**config.mk**
```make
export PLATFORM = sky130hd
export DESIGN_NAME = pmr_top
export DESIGN_NICKNAME = d
export VERILOG_FILES = /design/src/rtl/pmr_pkg.sv /design/src/rtl/pmr_mem_if.sv /design/src/rtl/pmr_top.sv /design/src/rtl/pmr_mem.sv /design/src/rtl/pmr_counter.sv
export SDC_FILE = /design/constraint.sdc
export NUM_CORES = 1
export LEC_CHECK = 0
export ABC_AREA = 1
export BUFFER_PORTS_ARGS = -buffer_cell sky130_fd_sc_hd__buf_2
export CORE_ASPECT_RATIO = 1.25
export CORE_MARGIN = 5
export CORE_UTILIZATION = 30
export DETAILED_ROUTE_END_ITERATION = 16
export PLACE_DENSITY_LB_ADDON = 0.25
export SLEW_MARGIN = 25
export SYNTH_ARGS = -nofsm -noshare
export SYNTH_HDL_FRONTEND = slang
export SYNTH_SLANG_ARGS = --single-unit
```
**constraint.sdc**
```tcl
create_clock -name clk -period 10 [get_ports clk]
set_input_delay 1.5 -clock clk [delete_from_list [all_inputs] [get_ports clk]]
set_output_delay 1.5 -clock clk [all_outputs]
set_load 0.005 [all_outputs]
```
**src/rtl/pmr_pkg.sv**
```systemverilog
// Purpose: shared constants for the phy management register bank
// Assumes: 16-bit registers, 5-bit register and phy addresses
// Notes: offsets are management register addresses, not byte addresses
`default_nettype none
package pmr_pkg;
  // ----------------------------------------
  // register addresses
  // ----------------------------------------
  localparam logic [4:0] ADDR_CTRL = 5'h00;
  localparam logic [4:0] ADDR_STAT = 5'h01;
  localparam logic [4:0] ADDR_IDH = 5'h02;
  localparam logic [4:0] ADDR_IDL = 5'h03;
  localparam logic [4:0] ADDR_ADV = 5'h04;
  localparam logic [4:0] ADDR_PARTNER = 5'h05;
  localparam logic [4:0] ADDR_EXPAN = 5'h06;
  localparam logic [4:0] ADDR_NXTPG = 5'h07;
  localparam logic [4:0] ADDR_IMASK = 5'h10;
  localparam logic [4:0] ADDR_ISTAT = 5'h11;
  localparam logic [4:0] ADDR_DISC = 5'h12;
  localparam logic [4:0] ADDR_FCAR = 5'h13;
  localparam logic [4:0] ADDR_SCRSEED = 5'h14;
  localparam logic [4:0] ADDR_RXERR = 5'h15;
  localparam logic [4:0] ADDR_DSCSEED = 5'h16;
  localparam logic [4:0] ADDR_PCSCFG = 5'h17;
  localparam logic [4:0] ADDR_LBERR = 5'h18;
  localparam logic [4:0] ADDR_SELF = 5'h19;
  localparam logic [4:0] ADDR_TENSTAT = 5'h1b;
  localparam logic [4:0] ADDR_TENCFG = 5'h1c;
  // ----------------------------------------
  // control register field positions
  // ----------------------------------------
  localparam int B_SRST = 15;
  localparam int B_LOOPBACK_PIN = 14;
  localparam int B_SPEED = 13;
  localparam int B_ANEN = 12;
  localparam int B_PDN = 11;
  localparam int B_ISO = 10;
  localparam int B_ANRST = 9;
  localparam int B_DUP = 8;
  localparam int B_COLT = 7;
  localparam int B_COMPAT = 5; // compatibility mode bit in ten_meg_config
  // ----------------------------------------
  // reset values and identity
  // ----------------------------------------
  localparam logic [15:0] ADV_RST = 16'h01e1;
  localparam logic [15:0] TENCFG_RST = 16'h0000;
  localparam logic [15:0] ID_HIGH = 16'h1234; // arbitrary value
  localparam logic [15:0] ID_LOW = 16'h5670; // arbitrary value
  localparam logic [1:0] AN_STRAP_ON = 2'b11;
  // ----------------------------------------
  // timing: collision test response
  // ----------------------------------------
  localparam int CLK_NS = 100;
  localparam int BIT_NS_FAST = 10;
  localparam int COLT_ON_BT = 10;
  localparam int COLT_ON_CYC = (COLT_ON_BT * BIT_NS_FAST / CLK_NS < 1) ? 1 :
                               COLT_ON_BT * BIT_NS_FAST / CLK_NS;
  // ----------------------------------------
  // management frame states
  // ----------------------------------------
  typedef enum logic [2:0] {ST_IDLE, ST_START, ST_OP, ST_PHY, ST_REG, ST_TA, ST_DATA,
                            ST_SKIP} pmr_state_t;
endpackage
`default_nettype wire

```
**src/rtl/pmr_mem_if.sv**
```systemverilog
// Purpose: carrier between the bank and its word store
// Assumes: one write and one read port, registered read
// Notes: clr restores reset values in one cycle
`default_nettype none
interface pmr_mem_if;
  logic we;
  logic [2:0] widx;
  logic [15:0] wdata;
  logic [2:0] ridx;
  logic [15:0] rdata;
  logic clr;
  modport bank (output we, widx, wdata, ridx, clr, input rdata);
  modport store (input we, widx, wdata, ridx, clr, output rdata);
endinterface
`default_nettype wire

```
**src/rtl/pmr_top.sv**
```systemverilog
// Purpose: management register bank with the basic mode control register
// Assumes: mdc and mdio are synchronous to clk and much slower than it
// Notes: the analog calibration and negotiation engines sit outside
`default_nettype none
module pmr_top
  import pmr_pkg::*;
(
  // clock and reset
  input wire logic clk,
  input wire logic sys_rst,
  input wire logic clk_en,
  // management lines
  input wire logic mdc,
  input wire logic mdio_in,
  output logic mdio_out_q,
  output logic mdio_oe_q,
  // dedicated control pins and straps
  input wire logic loopback_pin,
  input wire logic power_down_pin,
  input wire logic reset_pin,
  input wire logic [4:0] strapped_mgmt_address,
  input wire logic isolate_default_strap,
  input wire logic [1:0] negotiation_mode_straps,
  // analog and negotiation engines
  input wire logic analog_cal_busy,
  input wire logic analog_cal_done,
  input wire logic an_started,
  input wire logic an_complete,
  input wire logic an_speed_100,
  input wire logic an_full_duplex,
  input wire logic [15:0] an_partner_word,
  input wire logic link_up,
  // line events
  input wire logic link_disconnect_evt,
  input wire logic false_carrier_evt,
  input wire logic rx_error_evt,
  // mii transmit side and collision
  input wire logic tx_en,
  input wire logic col_in,
  // mode outputs
  output logic col_out_q,
  output logic mii_oe_q,
  output logic loopback_en_q,
  output logic speed_100_q,
  output logic full_duplex_q,
  output logic power_down_q,
  output logic an_enable_q,
  output logic an_restart_q,
  output logic calib_req_q
);
  pmr_mem_if mi();
  pmr_state_t st_q;
  logic [4:0] cnt_q, addr_q;
  logic [15:0] sh_q, rd_sh_q, tencfg_q;
  logic mdc_prev_q, rd_q, lp_prev_q, strap_ld_q, soft_clr_q;
  logic rst_pend_q, loopback_pin_q, speed_q, an_en_q, pdn_q, iso_q, an_rst_q, dup_q, colt_q;
  logic [15:0] disc_cnt, fcar_cnt, rxe_cnt;
  logic mdc_rise, mdc_fall, init, wr_go, wr_ctrl, compat;
  logic [15:0] wr_data, rd_word;
  logic [3:0] word_idx;

  // ----------------------------------------
  // helpers
  // ----------------------------------------
  // store index for the plain read/write words
  function automatic logic [3:0] mem_idx(input logic [4:0] a);
    unique case (a)
      ADDR_ADV: mem_idx = 4'h8;
      ADDR_NXTPG: mem_idx = 4'h9;
      ADDR_IMASK: mem_idx = 4'ha;
      ADDR_SCRSEED: mem_idx = 4'hb;
      ADDR_DSCSEED: mem_idx = 4'hc;
      ADDR_PCSCFG: mem_idx = 4'hd;
      ADDR_LBERR: mem_idx = 4'he;
      ADDR_SELF: mem_idx = 4'hf;
      default: mem_idx = 4'h0;
    endcase
  endfunction

  // control word as read back
  function automatic logic [15:0] ctrl_word(input logic busy);
    ctrl_word = 16'h0000;
    ctrl_word[B_SRST] = busy;
    ctrl_word[B_LOOPBACK_PIN] = loopback_pin_q;
    ctrl_word[B_SPEED] = speed_q;
    ctrl_word[B_ANEN] = an_en_q;
    ctrl_word[B_PDN] = pdn_q;
    ctrl_word[B_ISO] = iso_q;
    ctrl_word[B_ANRST] = an_rst_q;
    ctrl_word[B_DUP] = dup_q;
    ctrl_word[B_COLT] = colt_q;
  endfunction

  assign mdc_rise = mdc && !mdc_prev_q;
  assign mdc_fall = !mdc && mdc_prev_q;
  assign init = strap_ld_q || reset_pin || soft_clr_q;
  assign wr_data = {sh_q[14:0], mdio_in};
  assign wr_go = mdc_rise && st_q == ST_DATA && cnt_q == 5'd15 && !rd_q;
  assign wr_ctrl = wr_go && addr_q == ADDR_CTRL;
  assign compat = tencfg_q[B_COMPAT];
  // store index held in a net, a call result cannot be bit-selected
  assign word_idx = mem_idx(addr_q);

  // ----------------------------------------
  // management frame receiver
  // ----------------------------------------
  // start, opcode, addresses
  always_ff @(posedge clk or posedge sys_rst)
  begin
    if (sys_rst)
    begin
      st_q <= ST_IDLE;
      cnt_q <= 5'd0;
      addr_q <= 5'd0;
      sh_q <= 16'h0000;
      rd_q <= 1'b0;
      mdc_prev_q <= 1'b0;
    end
    else if (clk_en)
    begin
      mdc_prev_q <= mdc;
      if (mdc_rise)
      begin
        sh_q <= wr_data;
        cnt_q <= cnt_q + 5'd1;
        unique case (st_q)
          ST_IDLE: if (!mdio_in) st_q <= ST_START;
          ST_START: st_q <= mdio_in ? ST_OP : ST_IDLE;
          ST_OP:
          begin
            if (cnt_q == 5'd1)
            begin
              rd_q <= sh_q[0];
              cnt_q <= 5'd0;
              st_q <= (sh_q[0] != mdio_in) ? ST_PHY : ST_SKIP;
            end
            else
              cnt_q <= 5'd1;
          end
          ST_PHY:
          begin
            if (cnt_q == 5'd4)
            begin
              cnt_q <= 5'd0;
              st_q <= (wr_data[4:0] == 5'd0 || wr_data[4:0] == strapped_mgmt_address) ?
                      ST_REG : ST_SKIP;
            end
          end
          ST_REG:
          begin
            if (cnt_q == 5'd4)
            begin
              cnt_q <= 5'd0;
              addr_q <= wr_data[4:0];
              st_q <= ST_TA;
            end
          end
          ST_TA:
          begin
            if (cnt_q == 5'd1)
            begin
              cnt_q <= 5'd0;
              st_q <= ST_DATA;
            end
          end
          ST_DATA: if (cnt_q == 5'd15) st_q <= ST_IDLE;
          ST_SKIP: if (cnt_q == 5'd22) st_q <= ST_IDLE;
        endcase
        if (st_q == ST_IDLE || st_q == ST_START)
          cnt_q <= 5'd0;
      end
    end
  end

  // read word for the latched address
  // implemented map, rest zero
  always_comb
  begin
    rd_word = 16'h0000;
    unique case (addr_q)
      ADDR_CTRL: rd_word = ctrl_word(rst_pend_q || analog_cal_busy);
      ADDR_STAT: rd_word = {1'b0, mi.rdata[8:5], 4'h0, 1'b1, an_complete, 2'b00,
                            link_up, 2'b01};
      ADDR_IDH: rd_word = ID_HIGH;
      ADDR_IDL: rd_word = ID_LOW;
      ADDR_PARTNER: rd_word = an_partner_word;
      ADDR_DISC: rd_word = disc_cnt;
      ADDR_FCAR: rd_word = fcar_cnt;
      ADDR_RXERR: rd_word = rxe_cnt;
      ADDR_TENCFG: rd_word = tencfg_q;
      default: rd_word = word_idx[3] ? mi.rdata : 16'h0000;
    endcase
  end

  // status needs the advertisement word, any other address selects its plain word
  assign mi.ridx = (addr_q == ADDR_STAT) ? 3'd0 : word_idx[2:0];
  assign mi.we = wr_go && word_idx[3];
  assign mi.widx = word_idx[2:0];
  assign mi.wdata = wr_data;
  assign mi.clr = init;

  // ----------------------------------------
  // management data driver
  // ----------------------------------------
  // turnaround then msb first
  always_ff @(posedge clk or posedge sys_rst)
  begin
    if (sys_rst)
    begin
      rd_sh_q <= 16'h0000;
      mdio_out_q <= 1'b1;
      mdio_oe_q <= 1'b0;
    end
    else if (clk_en)
    begin
      // store read data is registered, so load on the first rise of the turnaround, one bit after the address latches
      if (mdc_rise && st_q == ST_TA && cnt_q == 5'd0)
        rd_sh_q <= rd_word;
      if (mdc_fall)
      begin
        if (st_q == ST_TA && cnt_q == 5'd1 && rd_q)
        begin
          mdio_oe_q <= 1'b1;
          mdio_out_q <= 1'b0;
        end
        else if (st_q == ST_DATA && rd_q)
        begin
          mdio_oe_q <= 1'b1;
          mdio_out_q <= rd_sh_q[15];
          rd_sh_q <= {rd_sh_q[14:0], 1'b0};
        end
        else
        begin
          mdio_oe_q <= 1'b0;
          mdio_out_q <= 1'b1;
        end
      end
    end
  end

  // ----------------------------------------
  // reset sequencing
  // ----------------------------------------
  // straps are caught in the first cycle after release
  // soft reset and self-clear
  always_ff @(posedge clk or posedge sys_rst)
  begin
    if (sys_rst)
    begin
      strap_ld_q <= 1'b1;
      soft_clr_q <= 1'b0;
      rst_pend_q <= 1'b0;
      calib_req_q <= 1'b0;
    end
    else if (clk_en)
    begin
      strap_ld_q <= 1'b0;
      soft_clr_q <= wr_ctrl && wr_data[B_SRST];
      calib_req_q <= wr_ctrl && wr_data[B_SRST];
      if (reset_pin)
        rst_pend_q <= 1'b0;
      else if (wr_ctrl && wr_data[B_SRST])
        rst_pend_q <= 1'b1;
      else if (analog_cal_done && !soft_clr_q)
        rst_pend_q <= 1'b0;
    end
  end

  // ----------------------------------------
  // basic mode control fields
  // ----------------------------------------
  // bits 6..0 have no storage
  always_ff @(posedge clk or posedge sys_rst)
  begin
    if (sys_rst)
    begin
      speed_q <= 1'b0;
      an_en_q <= 1'b0;
      dup_q <= 1'b0;
      iso_q <= 1'b1;
      pdn_q <= 1'b0;
      colt_q <= 1'b0;
      tencfg_q <= TENCFG_RST;
    end
    else if (clk_en)
    begin
      if (init)
      begin
        iso_q <= (strapped_mgmt_address == 5'd0) || isolate_default_strap;
        an_en_q <= negotiation_mode_straps == AN_STRAP_ON;
        speed_q <= negotiation_mode_straps[1];
        dup_q <= negotiation_mode_straps[0];
        pdn_q <= 1'b0;
        colt_q <= 1'b0;
        tencfg_q <= TENCFG_RST;
      end
      else if (wr_go && addr_q == ADDR_TENCFG)
        tencfg_q <= wr_data;
      else if (wr_ctrl)
      begin
        speed_q <= wr_data[B_SPEED];
        an_en_q <= wr_data[B_ANEN];
        iso_q <= wr_data[B_ISO];
        dup_q <= wr_data[B_DUP];
        colt_q <= wr_data[B_COLT];
        if (!compat)
          pdn_q <= wr_data[B_PDN];
      end
    end
  end

  // loopback bit, pin edges win over software
  // follows pin edges
  always_ff @(posedge clk or posedge sys_rst)
  begin
    if (sys_rst)
    begin
      loopback_pin_q <= 1'b0;
      lp_prev_q <= 1'b0;
    end
    else if (clk_en)
    begin
      lp_prev_q <= loopback_pin;
      if (loopback_pin && !lp_prev_q)
        loopback_pin_q <= 1'b1;
      else if (!loopback_pin && lp_prev_q)
        loopback_pin_q <= 1'b0;
      else if (init)
        loopback_pin_q <= 1'b0;
      else if (wr_ctrl)
        loopback_pin_q <= wr_data[B_LOOPBACK_PIN];
    end
  end

  // restart request: a write of one wins over the engine's start
  // self-clears on start
  always_ff @(posedge clk or posedge sys_rst)
  begin
    if (sys_rst)
      an_rst_q <= 1'b0;
    else if (clk_en)
    begin
      if (init)
        an_rst_q <= 1'b0;
      else if (wr_ctrl && wr_data[B_ANRST])
        an_rst_q <= 1'b1;
      else if (an_started)
        an_rst_q <= 1'b0;
    end
  end

  // ----------------------------------------
  // mode outputs
  // ----------------------------------------
  // pins act directly on outputs
  always_ff @(posedge clk or posedge sys_rst)
  begin
    if (sys_rst)
    begin
      col_out_q <= 1'b0;
      mii_oe_q <= 1'b0;
      loopback_en_q <= 1'b0;
      speed_100_q <= 1'b0;
      full_duplex_q <= 1'b0;
      power_down_q <= 1'b0;
      an_enable_q <= 1'b0;
      an_restart_q <= 1'b0;
    end
    else if (clk_en)
    begin
      col_out_q <= colt_q ? (tx_en && !iso_q) : col_in;
      mii_oe_q <= !iso_q;
      loopback_en_q <= loopback_pin_q || loopback_pin;
      speed_100_q <= an_en_q ? an_speed_100 : speed_q;
      full_duplex_q <= an_en_q ? an_full_duplex : dup_q;
      power_down_q <= power_down_pin || (pdn_q && !compat);
      an_enable_q <= an_en_q;
      an_restart_q <= an_rst_q;
    end
  end

  // ----------------------------------------
  // storage and counters
  // ----------------------------------------
  pmr_mem u_mem (.clk(clk), .sys_rst(sys_rst), .clk_en(clk_en), .m(mi.store));
  pmr_counter u_disc (.clk(clk), .sys_rst(sys_rst), .clk_en(clk_en), .clr(init),
    .inc(link_disconnect_evt), .cnt_q(disc_cnt));
  pmr_counter u_fcar (.clk(clk), .sys_rst(sys_rst), .clk_en(clk_en), .clr(init),
    .inc(false_carrier_evt), .cnt_q(fcar_cnt));
  pmr_counter u_rxe (.clk(clk), .sys_rst(sys_rst), .clk_en(clk_en), .clr(init),
    .inc(rx_error_evt), .cnt_q(rxe_cnt));
endmodule
`default_nettype wire

```
**src/rtl/pmr_mem.sv**
```systemverilog
// Purpose: eight read/write words of the bank
// Assumes: clr is a synchronous chip-wide reset
// Notes: read data come out of a register
`default_nettype none
module pmr_mem
  import pmr_pkg::*;
(
  // clock and reset
  input wire logic clk,
  input wire logic sys_rst,
  input wire logic clk_en,
  // store side
  pmr_mem_if.store m
);
  logic [15:0] word_q [8];

  // ----------------------------------------
  // word storage
  // ----------------------------------------
  // only the advertisement word has a non-zero default
  always_ff @(posedge clk or posedge sys_rst)
  begin
    if (sys_rst)
    begin
      for (int i = 0; i < 8; i++)
        word_q[i] <= (i == 0) ? ADV_RST : 16'h0000;
    end
    else if (clk_en)
    begin
      if (m.clr)
      begin
        for (int i = 0; i < 8; i++)
          word_q[i] <= (i == 0) ? ADV_RST : 16'h0000;
      end
      else if (m.we)
        word_q[m.widx] <= m.wdata;
    end
  end

  // registered read port
  always_ff @(posedge clk or posedge sys_rst)
  begin
    if (sys_rst)
      m.rdata <= 16'h0000;
    else if (clk_en)
      m.rdata <= word_q[m.ridx];
  end
endmodule
`default_nettype wire

```
**src/rtl/pmr_counter.sv**
```systemverilog
// Purpose: saturating read-only event counter
// Assumes: inc is a one-cycle pulse in the clk domain
// Notes: saturates rather than wrapping so a large count is never lost
`default_nettype none
module pmr_counter
  import pmr_pkg::*;
(
  // clock and reset
  input wire logic clk,
  input wire logic sys_rst,
  input wire logic clk_en,
  input wire logic clr,
  // event and count
  input wire logic inc,
  output logic [15:0] cnt_q
);
  // count up to all ones
  always_ff @(posedge clk or posedge sys_rst)
  begin
    if (sys_rst)
      cnt_q <= 16'h0000;
    else if (clk_en)
    begin
      if (clr)
        cnt_q <= 16'h0000;
      else if (inc && cnt_q != 16'hffff)
        cnt_q <= cnt_q + 16'h0001;
    end
  end
endmodule
`default_nettype wire

```
-- Word level (Yosys, flattened, before mapping)
Memory sizes are Yosys's and may differ from the RTL's.
Cells that the tools add are included.
- $add $sub $neg: 4
- $lt $le $gt $ge: 3
- equality and inequality tests: 34
- mux-type cells: 75
- bitwise operators: 2
- reduce and logical (&&, ||, !) cells: 70
- operators by type and width (kind ; count):
    128-bit 2-to-1 mux ; 2
    16-bit 2-to-1 mux ; 16
    16-bit case mux with 9 select lines ; 1
    128-bit bitwise mux ; 1
    16-bit by 1-bit adder with 16-bit output, second input constant ; 3
    16-bit binary-select mux with 3-bit select ; 1
    16-bit demux with 3-bit select ; 1
    16-bit inequality test, second input constant ; 3
    1-bit 2-to-1 mux ; 37
    3-bit 2-to-1 mux ; 9
    5-bit equality test, second input constant ; 5
    1-bit logical AND ; 24
    3-bit case mux with 8 select lines ; 1
    5-bit zero test ; 4
    2-bit AND reduction ; 10
    2-bit inequality test, second input constant ; 8
    5-bit 2-to-1 mux ; 3
    5-bit case mux with 3 select lines ; 1
    3-bit equality test, second input constant ; 4
    4-bit AND reduction ; 3
    2-bit nonzero test ; 6
    5-bit by 1-bit equality test with 1-bit output, second input constant ; 2
    5-bit by 2-bit equality test with 1-bit output, second input constant ; 2
    5-bit by 3-bit equality test with 1-bit output, second input constant ; 2
    20 further kinds ; 39
- register bits after elaboration: 276
- memory bits (read-only): 128
- output and inout bits: 11
- word-level logic and storage cells: 231
- memories: 1
- memories (memory ; words ; width ; read ports ; clocked after Yosys merged registers in ; write ports ; RTL line ; source):
    (name not given) ; 32 ; 4 ; 1 ; 0 ; 0 ; pmr_top.sv:67 ; unique case (a)

-- Logic depth before layout (Yosys ltp)
Gate-level depths: netlist (run 1).
- depth after elaboration: 10
- mapped depth: 15
- mapped depth without buffers: 14

-- Cells and area by module
From an unflattened synthesis (run 1), not the netlist that was laid out.
- cells, all modules: 2263
- area, all modules: 15997.8 um^2
- modules (own cells, without submodules) (module ; instances ; cells each ; area an instance (um^2) ; sequential area each (um^2)):
    pmr_mem ; 1 ; 926 ; 7130.6 ; 3609.7
    pmr_top ; 1 ; 812 ; 5549.1 ; 2105.8
    pmr_counter ; 3 ; 175 ; 1106.1 ; 400.4

-- Worst setup path after synthesis (run 1)
Ideal clock, no wire load.
- path kind: input-to-reg
- start point: in reset_pin
- end point: reg u_mem.word_q[102] in the netlist's numbering
- library setup time: 0.117 ns
- arrival: 2.646 ns
- required time: 9.883 ns
- slack: 7.238 ns
- stages on the path: 8
- buffers on the path: 2
- cells stage by stage: nor3_4 nor2_1 inv_2 nand2_8 buf_4 buf_4 nand3_1 nand2_1
- word-level cells in the longest chain between the ends: 4
- RTL lines (what ; RTL line ; source):
    from (decl) ; pmr_top.sv:20 ; input wire logic reset_pin,
    1-bit logical OR * (2 in series) ; pmr_top.sv:96 ; assign init = strap_ld_q || reset_pin || soft_clr_q;
    2-bit nonzero test (no line) ; - ;
    2-bit AND reduction (no line) ; - ;
    to (signal, indexed assignment) ; pmr_mem.sv:26 ; word_q[i] <= (i == 0) ? ADV_RST : 16'h0000;
    to (signal, indexed assignment) ; pmr_mem.sv:33 ; word_q[i] <= (i == 0) ? ADV_RST : 16'h0000;
    to (signal, indexed assignment) ; pmr_mem.sv:36 ; word_q[m.widx] <= m.wdata;
    to (decl) ; pmr_mem.sv:15 ; logic [15:0] word_q [8];
Every way passes the cells marked *; elsewhere a longest branch is shown, timed or not.
A chain may end at the register's enable or synchronous reset.

-- Worst setup path in the final report (run 1)
- start point: reg addr_q[1]
- end point: reg u_mem.word_q[101] in the netlist's numbering
- word-level cells in the longest chain between the ends: 9
- RTL lines (what ; RTL line ; source):
    from (decl) ; pmr_top.sv:53 ; logic [4:0] cnt_q, addr_q;
    from (signal assigned) ; pmr_top.sv:154 ; addr_q <= wr_data[4:0];
    memory read 32 x 4 bit * ; - ;
    3-bit inverter with 4-bit output (implied by the code) ; pmr_mem.sv:36 ;
    4-bit >= comparator (implied by the code) / 4-bit by 1-bit < comparator with 1-bit output (equally long branches) ; pmr_mem.sv:36 ;
    1-bit logical AND (implied by the code) ; pmr_mem.sv:36 ;
    16-bit 2-to-1 mux (implied by the code) ; pmr_mem.sv:36 ;
    16-bit demux with 3-bit select ; pmr_mem.sv:36 ;
    128-bit bitwise mux ; pmr_mem.sv:36 ;
    128-bit 2-to-1 mux ; pmr_mem.sv:35 ; else if (m.we)
    128-bit 2-to-1 mux ; pmr_mem.sv:30 ; if (m.clr)
Every way passes the cells marked *; elsewhere a longest branch is shown, timed or not. The select of a mux whose other input is x is not followed.

==> reports/metrics.cfg, run 1 <==
[run_status]
outcome=finished, final reports clean

[detailed_routing]
wl_met3_um=2512
drc=0
highest_layer=met4
drt_iter0_drc=1127
wl_per_cell_um=17.92
drt-met1-wl_um=22000
drt-vias-per-instance=4.958
first_pass_iters=5
dr_wl_met2_um=26270
ant_nets=0
vias=14530
routed_wl_um=52520

[power_and_ir_drop]
p_leak_nw=8.850
vdd.ir_drop.worst_mv=0.1220
p_sw_mw=1.032
internal_power_mw=2.141
seq_power_share_pct=42.3
swShare_pct=32.53
p_clk_share_pct=38.6
p_per_area_nw_per_um2=177.2
pwr-share-comb_pct=19.1

[flow_run]
max-cap-violations=0

[place]
dp_hpwl_um=35640
io_buffers=54
dp.cells=2874
place.gp.congestion=0.8741

[global_routing]
grt_pass1_vias=14400
overflow=0
grt_usage_pct=17.76
grt_pass1_wl_um=83230
grt_antenna_before_repair=1
grt_max_degree=137

[setup_path]
cp.arrival_ns=4.53
crit_type=reg2reg
cp-start-kind=register
rrSetupSlack_ns=5.94
worst_setup_path_end_kind=register
cp_max_fo=49
required_ns=10.47

[layout]
finalNonFillerCells=2931
syn_to_final_growth_pct=11.19
fin_nets=2287
drive_gt1_share_pct=9.462

[timing]
holdWs_ns=0.4570
worst_pin_slew_ns=1.050
hold_viol=0
timing.final.setup_violations=0
fin_crit_sh_pct=40.63
relSlewSlack_pct=29.32
fin_skew_ns=0.02098
rsz0062_at_grt=no
slew_viol_final=0
max_freq_mhz=246.1
period_minus_slack_ns=4.063
finalSetupTns_ns=0

[synth]
synth_top_cells_by_count=nand2_1 (780), nand3_1 (312), dfrtp_1 (268), inv_1 (185), nor2_1 (176)
netlist_instances=2229
synthArstFlopShare_pct=100.0
synth_enable_flop_cells=0
yosys.area.top_type=dfrtp_1
seq_area_frac_synth_pct=42.95
yosysMostFrequentCell=nand2_1
ys_types=44
synth.area.top_cells=dfrtp_1 (42%), nand2_1 (18%), nand3_1 (9.7%)
netlist_area_um2=16100
ys.flop_type=dfrtp_1
synth_area_per_cell_um2=7.225
synth-seq-cells=276
syn_nets=2288
ys_warn_count=0
synth_top_area_share_pct=41.64

[clock_network]
clk_latency_ns=0.59
cts_tree=yes
clk_path_buf_depth=3
h-tree-depth=1
root_buffer=clkbuf_16
cts_buffers=31
clk_pin_slew_worst_paths_ns=0.06
cts_resized=0
postCtsHoldBufs=0
cts_setup_buffers=0
numClockSinks=276

[worst_hold_path]
hold_class=reg2reg

[floorplanning]
start_util_pct=30.11
core_um2=53490
die_h_um=269.0
die_w_um=217.2
num_io_pins=55
std_cell_rows=95
die-area_um2=58440

==> flip-flops by register name, summed over array words and instances (netlist names), 3 cells and up <==
name,count
addr_q,5
cnt_q,5
rd_sh_q,16
sh_q,15
st_q,3
tencfg_q,16
u_disc.cnt_q,16
u_fcar.cnt_q,16
u_mem.m.rdata,16
u_mem.word_q,128
u_rxe.cnt_q,16
==> layer usage <==
layer / GRT usage (%) / vias up
met3: 2.650 / 77
met5: 0 / -
met4: 5.655 / 0
met1: 22.10 / 6953
li1: - / 7107
met2: 31.83 / 396
==> kinds of logic (layout without fill, tap and decap cells) <==
logic type / Yosys count / after routing / share of synthesized area, %
and+or+nand+nor: 1431 / 1431 / 39.75
xor gates and xnor gates: 38 / 38 / 2.067
buffers and inverters: 309 / 331 / 8.313
adders and majority gates: 15 / 15 / 1.165
other: 0 / 1 / 0
DFF: 276 / 276 / 42.95
AOI/OAI and AO/OA: 160 / 160 / 5.757
==> placed cells by master (no fill, tap or decap), types with 3 or more instances in the layout <==
| master | count |
|---|---|
| clkbuf_8 | 6 |
| o21ai_4 | 8 |
| dfrtp_1 | 268 |
| nand2_4 | 5 |
| clkinvlp_4 | 3 |
| buf_4 | 19 |
| inv_6 | 3 |
| o21a_1 | 3 |
| bufinv_16 | 4 |
| nand3b_1 | 57 |
| dfstp_2 | 8 |
| a21oi_1 | 27 |
| nor3_1 | 19 |
| ha_1 | 15 |
| nand3_1 | 312 |
| nand4_1 | 34 |
| nor2_1 | 175 |
| o211ai_1 | 4 |
| o21ai_0 | 105 |
| o21ai_1 | 6 |
| nor2_4 | 19 |
| clkinv_2 | 8 |
| xnor2_1 | 8 |
| nand2_1 | 780 |
| o22ai_1 | 3 |
| clkbuf_16 | 31 |
| inv_1 | 184 |
| buf_2 | 54 |
| xor2_1 | 30 |
| inv_2 | 14 |
| nor2_2 | 12 |
| or2_2 | 4 |
==> worst max-delay path: stages (launching register included) <==
cell and delay [ns]:
dfrtp_1 0.44, ha_1 0.56, inv_1 0.18, o21ai_4 0.20
buf_4 0.52, nand2_4 0.46, buf_4 0.43, nor2_4 0.48
o21ai_2 0.35, nand2_1 0.16, nand2_1 0.06
==> final timing paths <==
| kind | startpoint | endpoint | cells past startpoint |
|---|---|---|---|
| worst min-delay path | strap_ld_q$_DFFE_PP1P_ | strap_ld_q$_DFFE_PP1P_ | 2 |
| worst min register to register | strap_ld_q$_DFFE_PP1P_ | strap_ld_q$_DFFE_PP1P_ | 2 |
| worst max register to register | addr_q[1]$_DFFE_PP0P_ | u_mem.word_q[101]$_DFFE_PP0P_ | 10 |
| min in group asynchronous | sys_rst | u_mem.word_q[17]$_DFFE_PP0P_ | 2 |
| max in group asynchronous | sys_rst | u_mem.word_q[94]$_DFFE_PP0P_ | 5 |
| worst max-delay path | addr_q[1]$_DFFE_PP0P_ | u_mem.word_q[101]$_DFFE_PP0P_ | 10 |
==> power groups by stage <==
| stage | registers [mW] | logic, mW | clock network (mW) |
|---|---|---|---|
| floorplan | 1.33 | 0.444 | 0 |
| global placement | 1.36 | 0.602 | 0 |
| detailed placement | 1.36 | 0.610 | 0 |
| CTS | 1.34 | 0.612 | 1.25 |
| global route | 1.36 | 0.690 | 1.29 |
| finish | 1.34 | 0.607 | 1.22 |
==> layout make-up <==
cell class | instances | area (um2)
Fill cell | 5733 | 35580
Multi-Input combinational cell | 1644 | 7851
Sequential cell | 276 | 6917
Clock buffer | 38 | 862.1
Tap cell | 679 | 849.6
Inverter | 200 | 763.2
Timing Repair Buffer | 75 | 451.7
Clock inverter | 18 | 209.0
Antenna cell | 1 | 2.502
==> through the flow <==
step	area [um2]	util (%)	setup WS [ns]	total power [mW]
6_report	17910	33.48	5.937	3.173
5_1_grt	17910	33.48	5.685	3.341
4_1_cts	17900	33.46	5.975	3.202
3_5_place_dp	16830	31.46	5.841	1.969
3_3_place_gp	16800	31.41	5.860	1.958
2_1_floorplan	16100	-	0.9045	1.774
(Power assumes the default switching activity.)
==> run 2, diff against run 1 <==
--- a/config.mk
+++ b/config.mk
@@ -5,7 +5,7 @@
 export SDC_FILE = /design/constraint.sdc
 export NUM_CORES = 1
 export LEC_CHECK = 0
-export ABC_AREA = 1
+export ABC_AREA = 0
 export BUFFER_PORTS_ARGS = -buffer_cell sky130_fd_sc_hd__buf_2
 export CORE_ASPECT_RATIO = 1.25
 export CORE_MARGIN = 5
==> constraint.sdc (replaced) <==
create_clock -name clk -period 3.8 [get_ports clk]
set_input_delay 0.57 -clock clk [delete_from_list [all_inputs] [get_ports clk]]
set_output_delay 0.57 -clock clk [all_outputs]
set_load 0.005 [all_outputs]
==> reports/metrics.cfg, run 2 <==
[detailed_routing]
wl_per_cell_um=23.58  ; was 17.92 um
routed_wl_um=48080  ; was 52520 um
first_pass_iters=9  ; was 5
drt-vias-per-instance=5.770  ; was 4.958
ant_nets=0  ; unchanged
drt_iter0_drc=1259  ; was 1127
vias=11770  ; was 14530
drc=0  ; unchanged

[synth]
netlist_area_um2=13990  ; was 16100 um2
synth_area_per_cell_um2=9.924  ; was 7.225 um2
yosysMostFrequentCell=dfrtp_1  ; was nand2_1
synth.area.top_cells=dfrtp_1 (48%), nand2_1 (5.4%), o2bb2ai_1 (4.2%)  ; was dfrtp_1 (42%), nand2_1 (18%), nand3_1 (9.7%)
netlist_instances=1410  ; was 2229
synth_top_family_by_area=compound AO/OA/AOI/OAI gates  ; was simple AND/OR/NAND/NOR gates
synth-adder-area-share_pct=1.341  ; was 1.165%
synthArstFlopShare_pct=100.0  ; unchanged
syn_nets=1469  ; was 2288
synth-seq-cells=276  ; unchanged
synthMuxAreaShare_pct=2.647  ; was 0%
ys_warn_count=0  ; unchanged
synth_compound_area_share_pct=23.80  ; was 5.757%
synth_top_area_share_pct=47.93  ; was 41.64%
synth-xor-area-share_pct=1.627  ; was 2.067%
ys.flop_type=dfrtp_1  ; unchanged
yosys.area.top_type=dfrtp_1  ; unchanged
yosys.area_share.simple_pct=17.27  ; was 39.75%
ys_types=92  ; was 44
synth_top_cells_by_count=dfrtp_1 (268), nand2_1 (202), nand3_1 (69), o2bb2ai_1 (67), nor2_1 (64)  ; was nand2_1 (780), nand3_1 (312), dfrtp_1 (268), inv_1 (185), nor2_1 (176)
synth_enable_flop_cells=0  ; unchanged
seq_area_frac_synth_pct=49.43  ; was 42.95%

[place]
io_buffers=54  ; unchanged
dpl_cell_area_um2=14940  ; was 16830 um2
dp_hpwl_um=33910  ; was 35640 um
place.gp.congestion=0.8962  ; was 0.8741
dp.cells=1983  ; was 2874

[layout]
fill_cells=4626  ; was 5733
multi_input_area_um2=6588  ; was 7851 um2
regMostFlops=u_mem.word_q  ; unchanged
final_common_cell=dfrtp_1  ; was nand2_1
fin_nets=1489  ; was 2287
finalNonFillerCells=2039  ; was 2931
seqCellArea_um2=6917  ; unchanged
syn_to_final_growth_pct=14.74  ; was 11.19%
largest_reg_flops=128  ; unchanged
utilization_pct=34.80  ; was 33.48%
drive_gt1_share_pct=13.48  ; was 9.462%
final_cell_mix=dfrtp_1 (268), nand2_1 (201), nand3_1 (69), o2bb2ai_1 (67), nor2_1 (63)  ; was nand2_1 (780), nand3_1 (312), dfrtp_1 (268), inv_1 (184), nor2_1 (175)
num_antenna_cells=0  ; was 1
stdcell_area_um2=16060  ; was 17910 um2

[timing]
fin_skew_ns=0.02413  ; was 0.02098 ns
max_freq_mhz=306.6  ; was 246.1 MHz
relSlewSlack_pct=35.62  ; was 29.32%
rsz0062_at_grt=no  ; unchanged
finalSetupTns_ns=0  ; unchanged
timing.final.setup_violations=0  ; unchanged
worst_pin_slew_ns=0.9413  ; was 1.050 ns
period_minus_slack_ns=3.262  ; was 4.063 ns
hold_viol=0  ; unchanged
slew_viol_final=0  ; unchanged
fin_crit_sh_pct=85.84  ; was 40.63%

[global_routing]
grt_pass1_wl_um=74020  ; was 83230 um
grt_max_degree=77  ; was 137
overflow=0  ; unchanged
grt_usage_pct=18.38  ; was 17.76%
grt_pass1_vias=11770  ; was 14400
grt_antenna_before_repair=0  ; was 1

[setup_path]
required_ns=4.26  ; was 10.47 ns
cp_cell_sequence=nand4bb_1 -> nand3_1 -> a211oi_4 -> nand2_2 -> a32o_1  ; was ha_1 -> inv_1 -> o21ai_4 -> buf_4 -> nand2_4 -> buf_4 -> nor2_4 -> o21ai_2 -> nand2_1 -> nand2_1
rrSetupSlack_ns=0.54  ; was 5.94 ns
r2r-start=addr_q[4]$_DFFE_PP0P_  ; was addr_q[1]$_DFFE_PP0P_
cp.arrival_ns=3.72  ; was 4.53 ns
rr_worst_depth=5  ; was 10
cp_max_fo=25  ; was 49
crit_type=reg2reg  ; unchanged
cpMaxStageDelayCell=dfrtp_1  ; was ha_1
worst_setup_path_end_kind=register  ; unchanged
crit_start=addr_q[4]$_DFFE_PP0P_  ; was addr_q[1]$_DFFE_PP0P_
r2r_end=u_mem.word_q[85]$_DFFE_PP0P_  ; was u_mem.word_q[101]$_DFFE_PP0P_
cp-start-kind=register  ; unchanged
cp_slowest_stage_delay_ns=0.85  ; was 0.56 ns

[clock_network]
cts_setup_buffers=0  ; unchanged
cts_buffers=30  ; was 31
cts_tree=yes  ; unchanged
h-tree-depth=1  ; unchanged
numClockSinks=276  ; unchanged
root_buffer=clkbuf_16  ; unchanged
clk_pin_slew_worst_paths_ns=0.06  ; about the same
clk_path_buf_depth=3  ; unchanged
cts_resized=0  ; unchanged
postCtsHoldBufs=0  ; unchanged
clk_latency_ns=0.59  ; about the same

[power_and_ir_drop]
vdd.ir_drop.worst_mv=0.3231  ; was 0.1220 mV
p_leak_nw=6.756  ; was 8.850 nW
p_per_area_nw_per_um2=452.4  ; was 177.2 nW/um2

[floorplanning]
die_w_um=203.2  ; was 217.2 um
std_cell_rows=88  ; was 95
die-area_um2=51090  ; was 58440 um2
core_um2=46130  ; was 53490 um2
die_h_um=251.5  ; was 269.0 um
num_io_pins=55  ; unchanged
start_util_pct=30.33  ; was 30.11%

[run_status]
outcome=finished, final reports clean  ; unchanged

[flow_run]
max-cap-violations=0  ; unchanged

[worst_hold_path]
hold_class=in2async  ; was reg2reg

[run 2: cell types whose count changed in the layout (fill, tap and decap cells not counted), sizes merged, moves of 28 or more]
cell and change:
a222oi +28, a31oi +32, inv -174, mux2i +28, nand2 -585, nand3 -245, nand3b -51, nor2 -140
o21ai -35, o2bb2ai +67
[run 2: area by class of cell]
type	instances	share of cell area, %
flip-flops and latches	276	43.08
multi-input cells	1005	41.03
clock buffers	41	5.494
well taps	585	4.559
repair buffers	89	3.787
clock inverters	15	1.372
inverters	28	0.6780
[run 2: metrics by stage]
stage / total power, mW / hold WS (ns) / setup slack [ns]
floorplan: 3.774 / 0.4403 / -0.4148
CTS: 7.346 / 0.002974 / 0.6732
global route: 7.568 / 0.02742 / 0.3457
detailed placement: 4.081 / 0.4528 / 0.6867
global placement: 4.064 / 0.4474 / 0.8667
finish: 7.264 / 0.004206 / 0.5379
[run 2: kinds of logic after synthesis]
group | after synthesis
compound gates | 447
fa+ha+maj | 15
mux | 36
buf+inv | 129
simple gates | 481
flops | 276
xor+xnor | 26
[run 2: how the worst max path moves through the flow]
stage / endpoint / slack, ns / depth (start not counted)
2_1_floorplan: addr_q[0]$_DFFE_PP0P_ / -0.41 / 1
3_3_place_gp: u_mem.word_q[79]$_DFFE_PP0P_ / 0.87 / 6
3_5_place_dp: u_mem.word_q[85]$_DFFE_PP0P_ / 0.69 / 7
4_1_cts: u_mem.word_q[85]$_DFFE_PP0P_ / 0.67 / 7
5_1_grt: u_mem.word_q[85]$_DFFE_PP0P_ / 0.35 / 7
6_report: u_mem.word_q[85]$_DFFE_PP0P_ / 0.54 / 5
[run 2: critical path, delay by kind of cell (launching register included)]
kind            cells  cell delay [ns]
simple gates        3             1.28
compound gates      2             0.97
flops               1             0.85
[run 2: power breakdown]
group	internal [mW]	leakage [nW]	switching, mW
Clock	1.96	0.543	1.28
Combinational	0.272	2.49	0.433
Sequential	3.07	3.72	0.253
Total	5.30	6.76	1.96
[run 2: routing by layer]
metal | GRT usage, % | up-vias | share of wire [%]
met5 | 0 | - | 0
met4 | 6.362 | 0 | 3.3
met3 | 2.378 | 84 | 4.9
met2 | 31.38 | 359 | 49
met1 | 24.14 | 5949 | 43
li1 | - | 5373 | -
==> run 3, diff against run 2 <==
--- a/config.mk
+++ b/config.mk
@@ -12,7 +12,9 @@
 export CORE_UTILIZATION = 30
 export DETAILED_ROUTE_END_ITERATION = 16
 export PLACE_DENSITY_LB_ADDON = 0.25
+export REMOVE_ABC_BUFFERS = 1
 export SLEW_MARGIN = 25
 export SYNTH_ARGS = -nofsm -noshare
 export SYNTH_HDL_FRONTEND = slang
 export SYNTH_SLANG_ARGS = --single-unit
+export TNS_END_PERCENT = 1
==> reports/metrics.cfg, run 3 (synthesis gave the netlist of run 2 again) <==
[clock_network]
clk_pin_slew_worst_paths_ns=0.06  ; about the same
clk_latency_ns=0.58  ; was 0.59 ns
clk_path_buf_depth=3  ; unchanged
cts_buffers=30  ; unchanged
cts_resized=0  ; unchanged
h-tree-depth=1  ; unchanged
numClockSinks=276  ; unchanged
cts_setup_buffers=0  ; unchanged
cts_tree=yes  ; unchanged
postCtsHoldBufs=0  ; unchanged
root_buffer=clkbuf_16  ; unchanged

[run_status]
outcome=finished, final reports clean  ; unchanged

[layout]
final_common_cell=dfrtp_1  ; unchanged
regMostFlops=u_mem.word_q  ; unchanged
num_antenna_cells=0  ; unchanged
final_cell_mix=dfrtp_1 (268), nand2_1 (201), nand3_1 (69), o2bb2ai_1 (67), nor2_1 (63)  ; unchanged
fin_nets=1486  ; was 1489
largest_reg_flops=128  ; unchanged
drive_gt1_share_pct=13.30  ; was 13.48%
syn_to_final_growth_pct=13.47  ; was 14.74%
finalNonFillerCells=2036  ; was 2039

[timing]
max_freq_mhz=318.1  ; was 306.6 MHz
period_minus_slack_ns=3.144  ; was 3.262 ns
timing.final.setup_violations=0  ; unchanged
finalWorstSetupSlack_ns=0.6565  ; was 0.5379 ns
fin_skew_ns=0.02487  ; was 0.02413 ns
worst_pin_slew_ns=0.9714  ; was 0.9413 ns
slew_viol_final=0  ; unchanged
relSlewSlack_pct=35.03  ; was 35.62%
rsz0062_at_grt=no  ; unchanged
fin_crit_sh_pct=82.72  ; was 85.84%
hold_viol=0  ; unchanged

[power_and_ir_drop]
finalPower_mw=6.943  ; was 7.264 mW
vdd.ir_drop.worst_mv=0.2191  ; was 0.3231 mV
p_leak_nw=6.691  ; was 6.756 nW
p_per_area_nw_per_um2=437.3  ; was 452.4 nW/um2

[detailed_routing]
ant_nets=0  ; unchanged
vias=11700  ; was 11770
first_pass_iters=8  ; was 9
drt_iter0_drc=867  ; was 1259
routed_wl_um=46620  ; was 48080 um
wl_per_cell_um=22.90  ; was 23.58 um
drc=0  ; unchanged
drt-vias-per-instance=5.746  ; was 5.770

[global_routing]
grt_max_degree=108  ; was 77
overflow=0  ; unchanged
grt_pass1_wl_um=72370  ; was 74020 um
grt_pass1_vias=11660  ; was 11770
grt_usage_pct=17.76  ; was 18.38%
grt_antenna_before_repair=0  ; unchanged

[place]
dp.cells=1980  ; was 1983
pre_cts_ws_ns=0.6855  ; was 0.6867 ns
place.gp.congestion=0.9274  ; was 0.8962
dp_hpwl_um=33010  ; was 33910 um
io_buffers=54  ; unchanged

[floorplanning]
std_cell_rows=88  ; unchanged
die-area_um2=51090  ; unchanged
die_h_um=251.5  ; unchanged
num_io_pins=55  ; unchanged
die_w_um=203.2  ; unchanged
core_um2=46130  ; unchanged
start_util_pct=30.33  ; unchanged

[setup_path]
crit_start=addr_q[1]$_DFFE_PP0P_  ; was addr_q[4]$_DFFE_PP0P_
required_ns=4.30  ; was 4.26 ns
worst_setup_path_end_kind=register  ; unchanged
cp_max_fo=20  ; was 25
rr_worst_depth=6  ; was 5
r2r-start=addr_q[1]$_DFFE_PP0P_  ; was addr_q[4]$_DFFE_PP0P_
r2r_end=u_mem.word_q[74]$_DFFE_PP0P_  ; was u_mem.word_q[85]$_DFFE_PP0P_
cp.arrival_ns=3.64  ; was 3.72 ns
rrSetupSlack_ns=0.66  ; was 0.54 ns
crit_type=reg2reg  ; unchanged
cp-start-kind=register  ; unchanged

[flow_run]
max-cap-violations=0  ; unchanged

[worst_hold_path]
hold_class=in2async  ; unchanged

[run 3: cell types whose count changed in the layout (fill, tap and decap cells not counted), sizes merged]
cell,previous run,this run
clkbuf,41,40
clkinv,7,12
bufinv,5,1
clkinvlp,3,2
buf,89,86
inv,28,29
[run 3: layer usage]
layer	wire length [um]	up-vias	global-route usage [%]
li1	-	5357	-
met1	19440	5883	22.64
met2	23020	358	30.83
met3	2056	100	2.070
met4	2105	0	7.095
met5	0	-	0
[run 3: worst max-delay path, cell delays in order (launching register included)]
cell and delay, ns:
dfrtp_1 0.48, inv_1 0.15, ha_1 0.69, and3_1 0.65, buf_4 0.29, nand3_1 0.47
o2bb2ai_1 0.32
[run 3: through the flow]
step | util [%] | TNS (ns) | hold slack, ns | instance area, um2
2_1_floorplan | - | -1224.34 | 0.4403 | 13550
3_3_place_gp | 32.22 | 0 | 0.4472 | 14870
3_5_place_dp | 32.22 | 0 | 0.4507 | 14870
4_1_cts | 34.38 | 0 | 0.1841 | 15860
5_1_grt | 34.42 | 0 | 0.2053 | 15880
6_report | 34.42 | 0 | 0.1204 | 15880
[run 3: worst max-delay path by stage]
stage / slack (ns) / endpoint / depth (start not counted)
2_1_floorplan: -4.37 / addr_q[0]$_DFFE_PP0P_ / 1
3_3_place_gp: 0.79 / tencfg_q[8]$_DFFE_PP0P_ / 7
3_5_place_dp: 0.69 / u_mem.word_q[65]$_DFFE_PP0P_ / 6
4_1_cts: 0.68 / u_mem.word_q[74]$_DFFE_PP0P_ / 6
5_1_grt: 0.39 / u_mem.word_q[64]$_DFFE_PP0P_ / 6
6_report: 0.66 / u_mem.word_q[74]$_DFFE_PP0P_ / 6
[run 3: cell type report]
cell class / count / area, um2
Multi-Input combinational cell: 1005 / 6569
Clock buffer: 40 / 868.3
Tap cell: 585 / 732.0
Timing Repair Buffer: 86 / 550.5
Clock inverter: 16 / 128.9
Fill cell: 4658 / 30260
Sequential cell: 276 / 6917
Inverter: 28 / 112.6
[run 3: power breakdown]
group	leakage, nW	switching [mW]	internal, mW
Clock	0.499	1.28	1.68
Combinational	2.47	0.413	0.264
Sequential	3.72	0.247	3.07
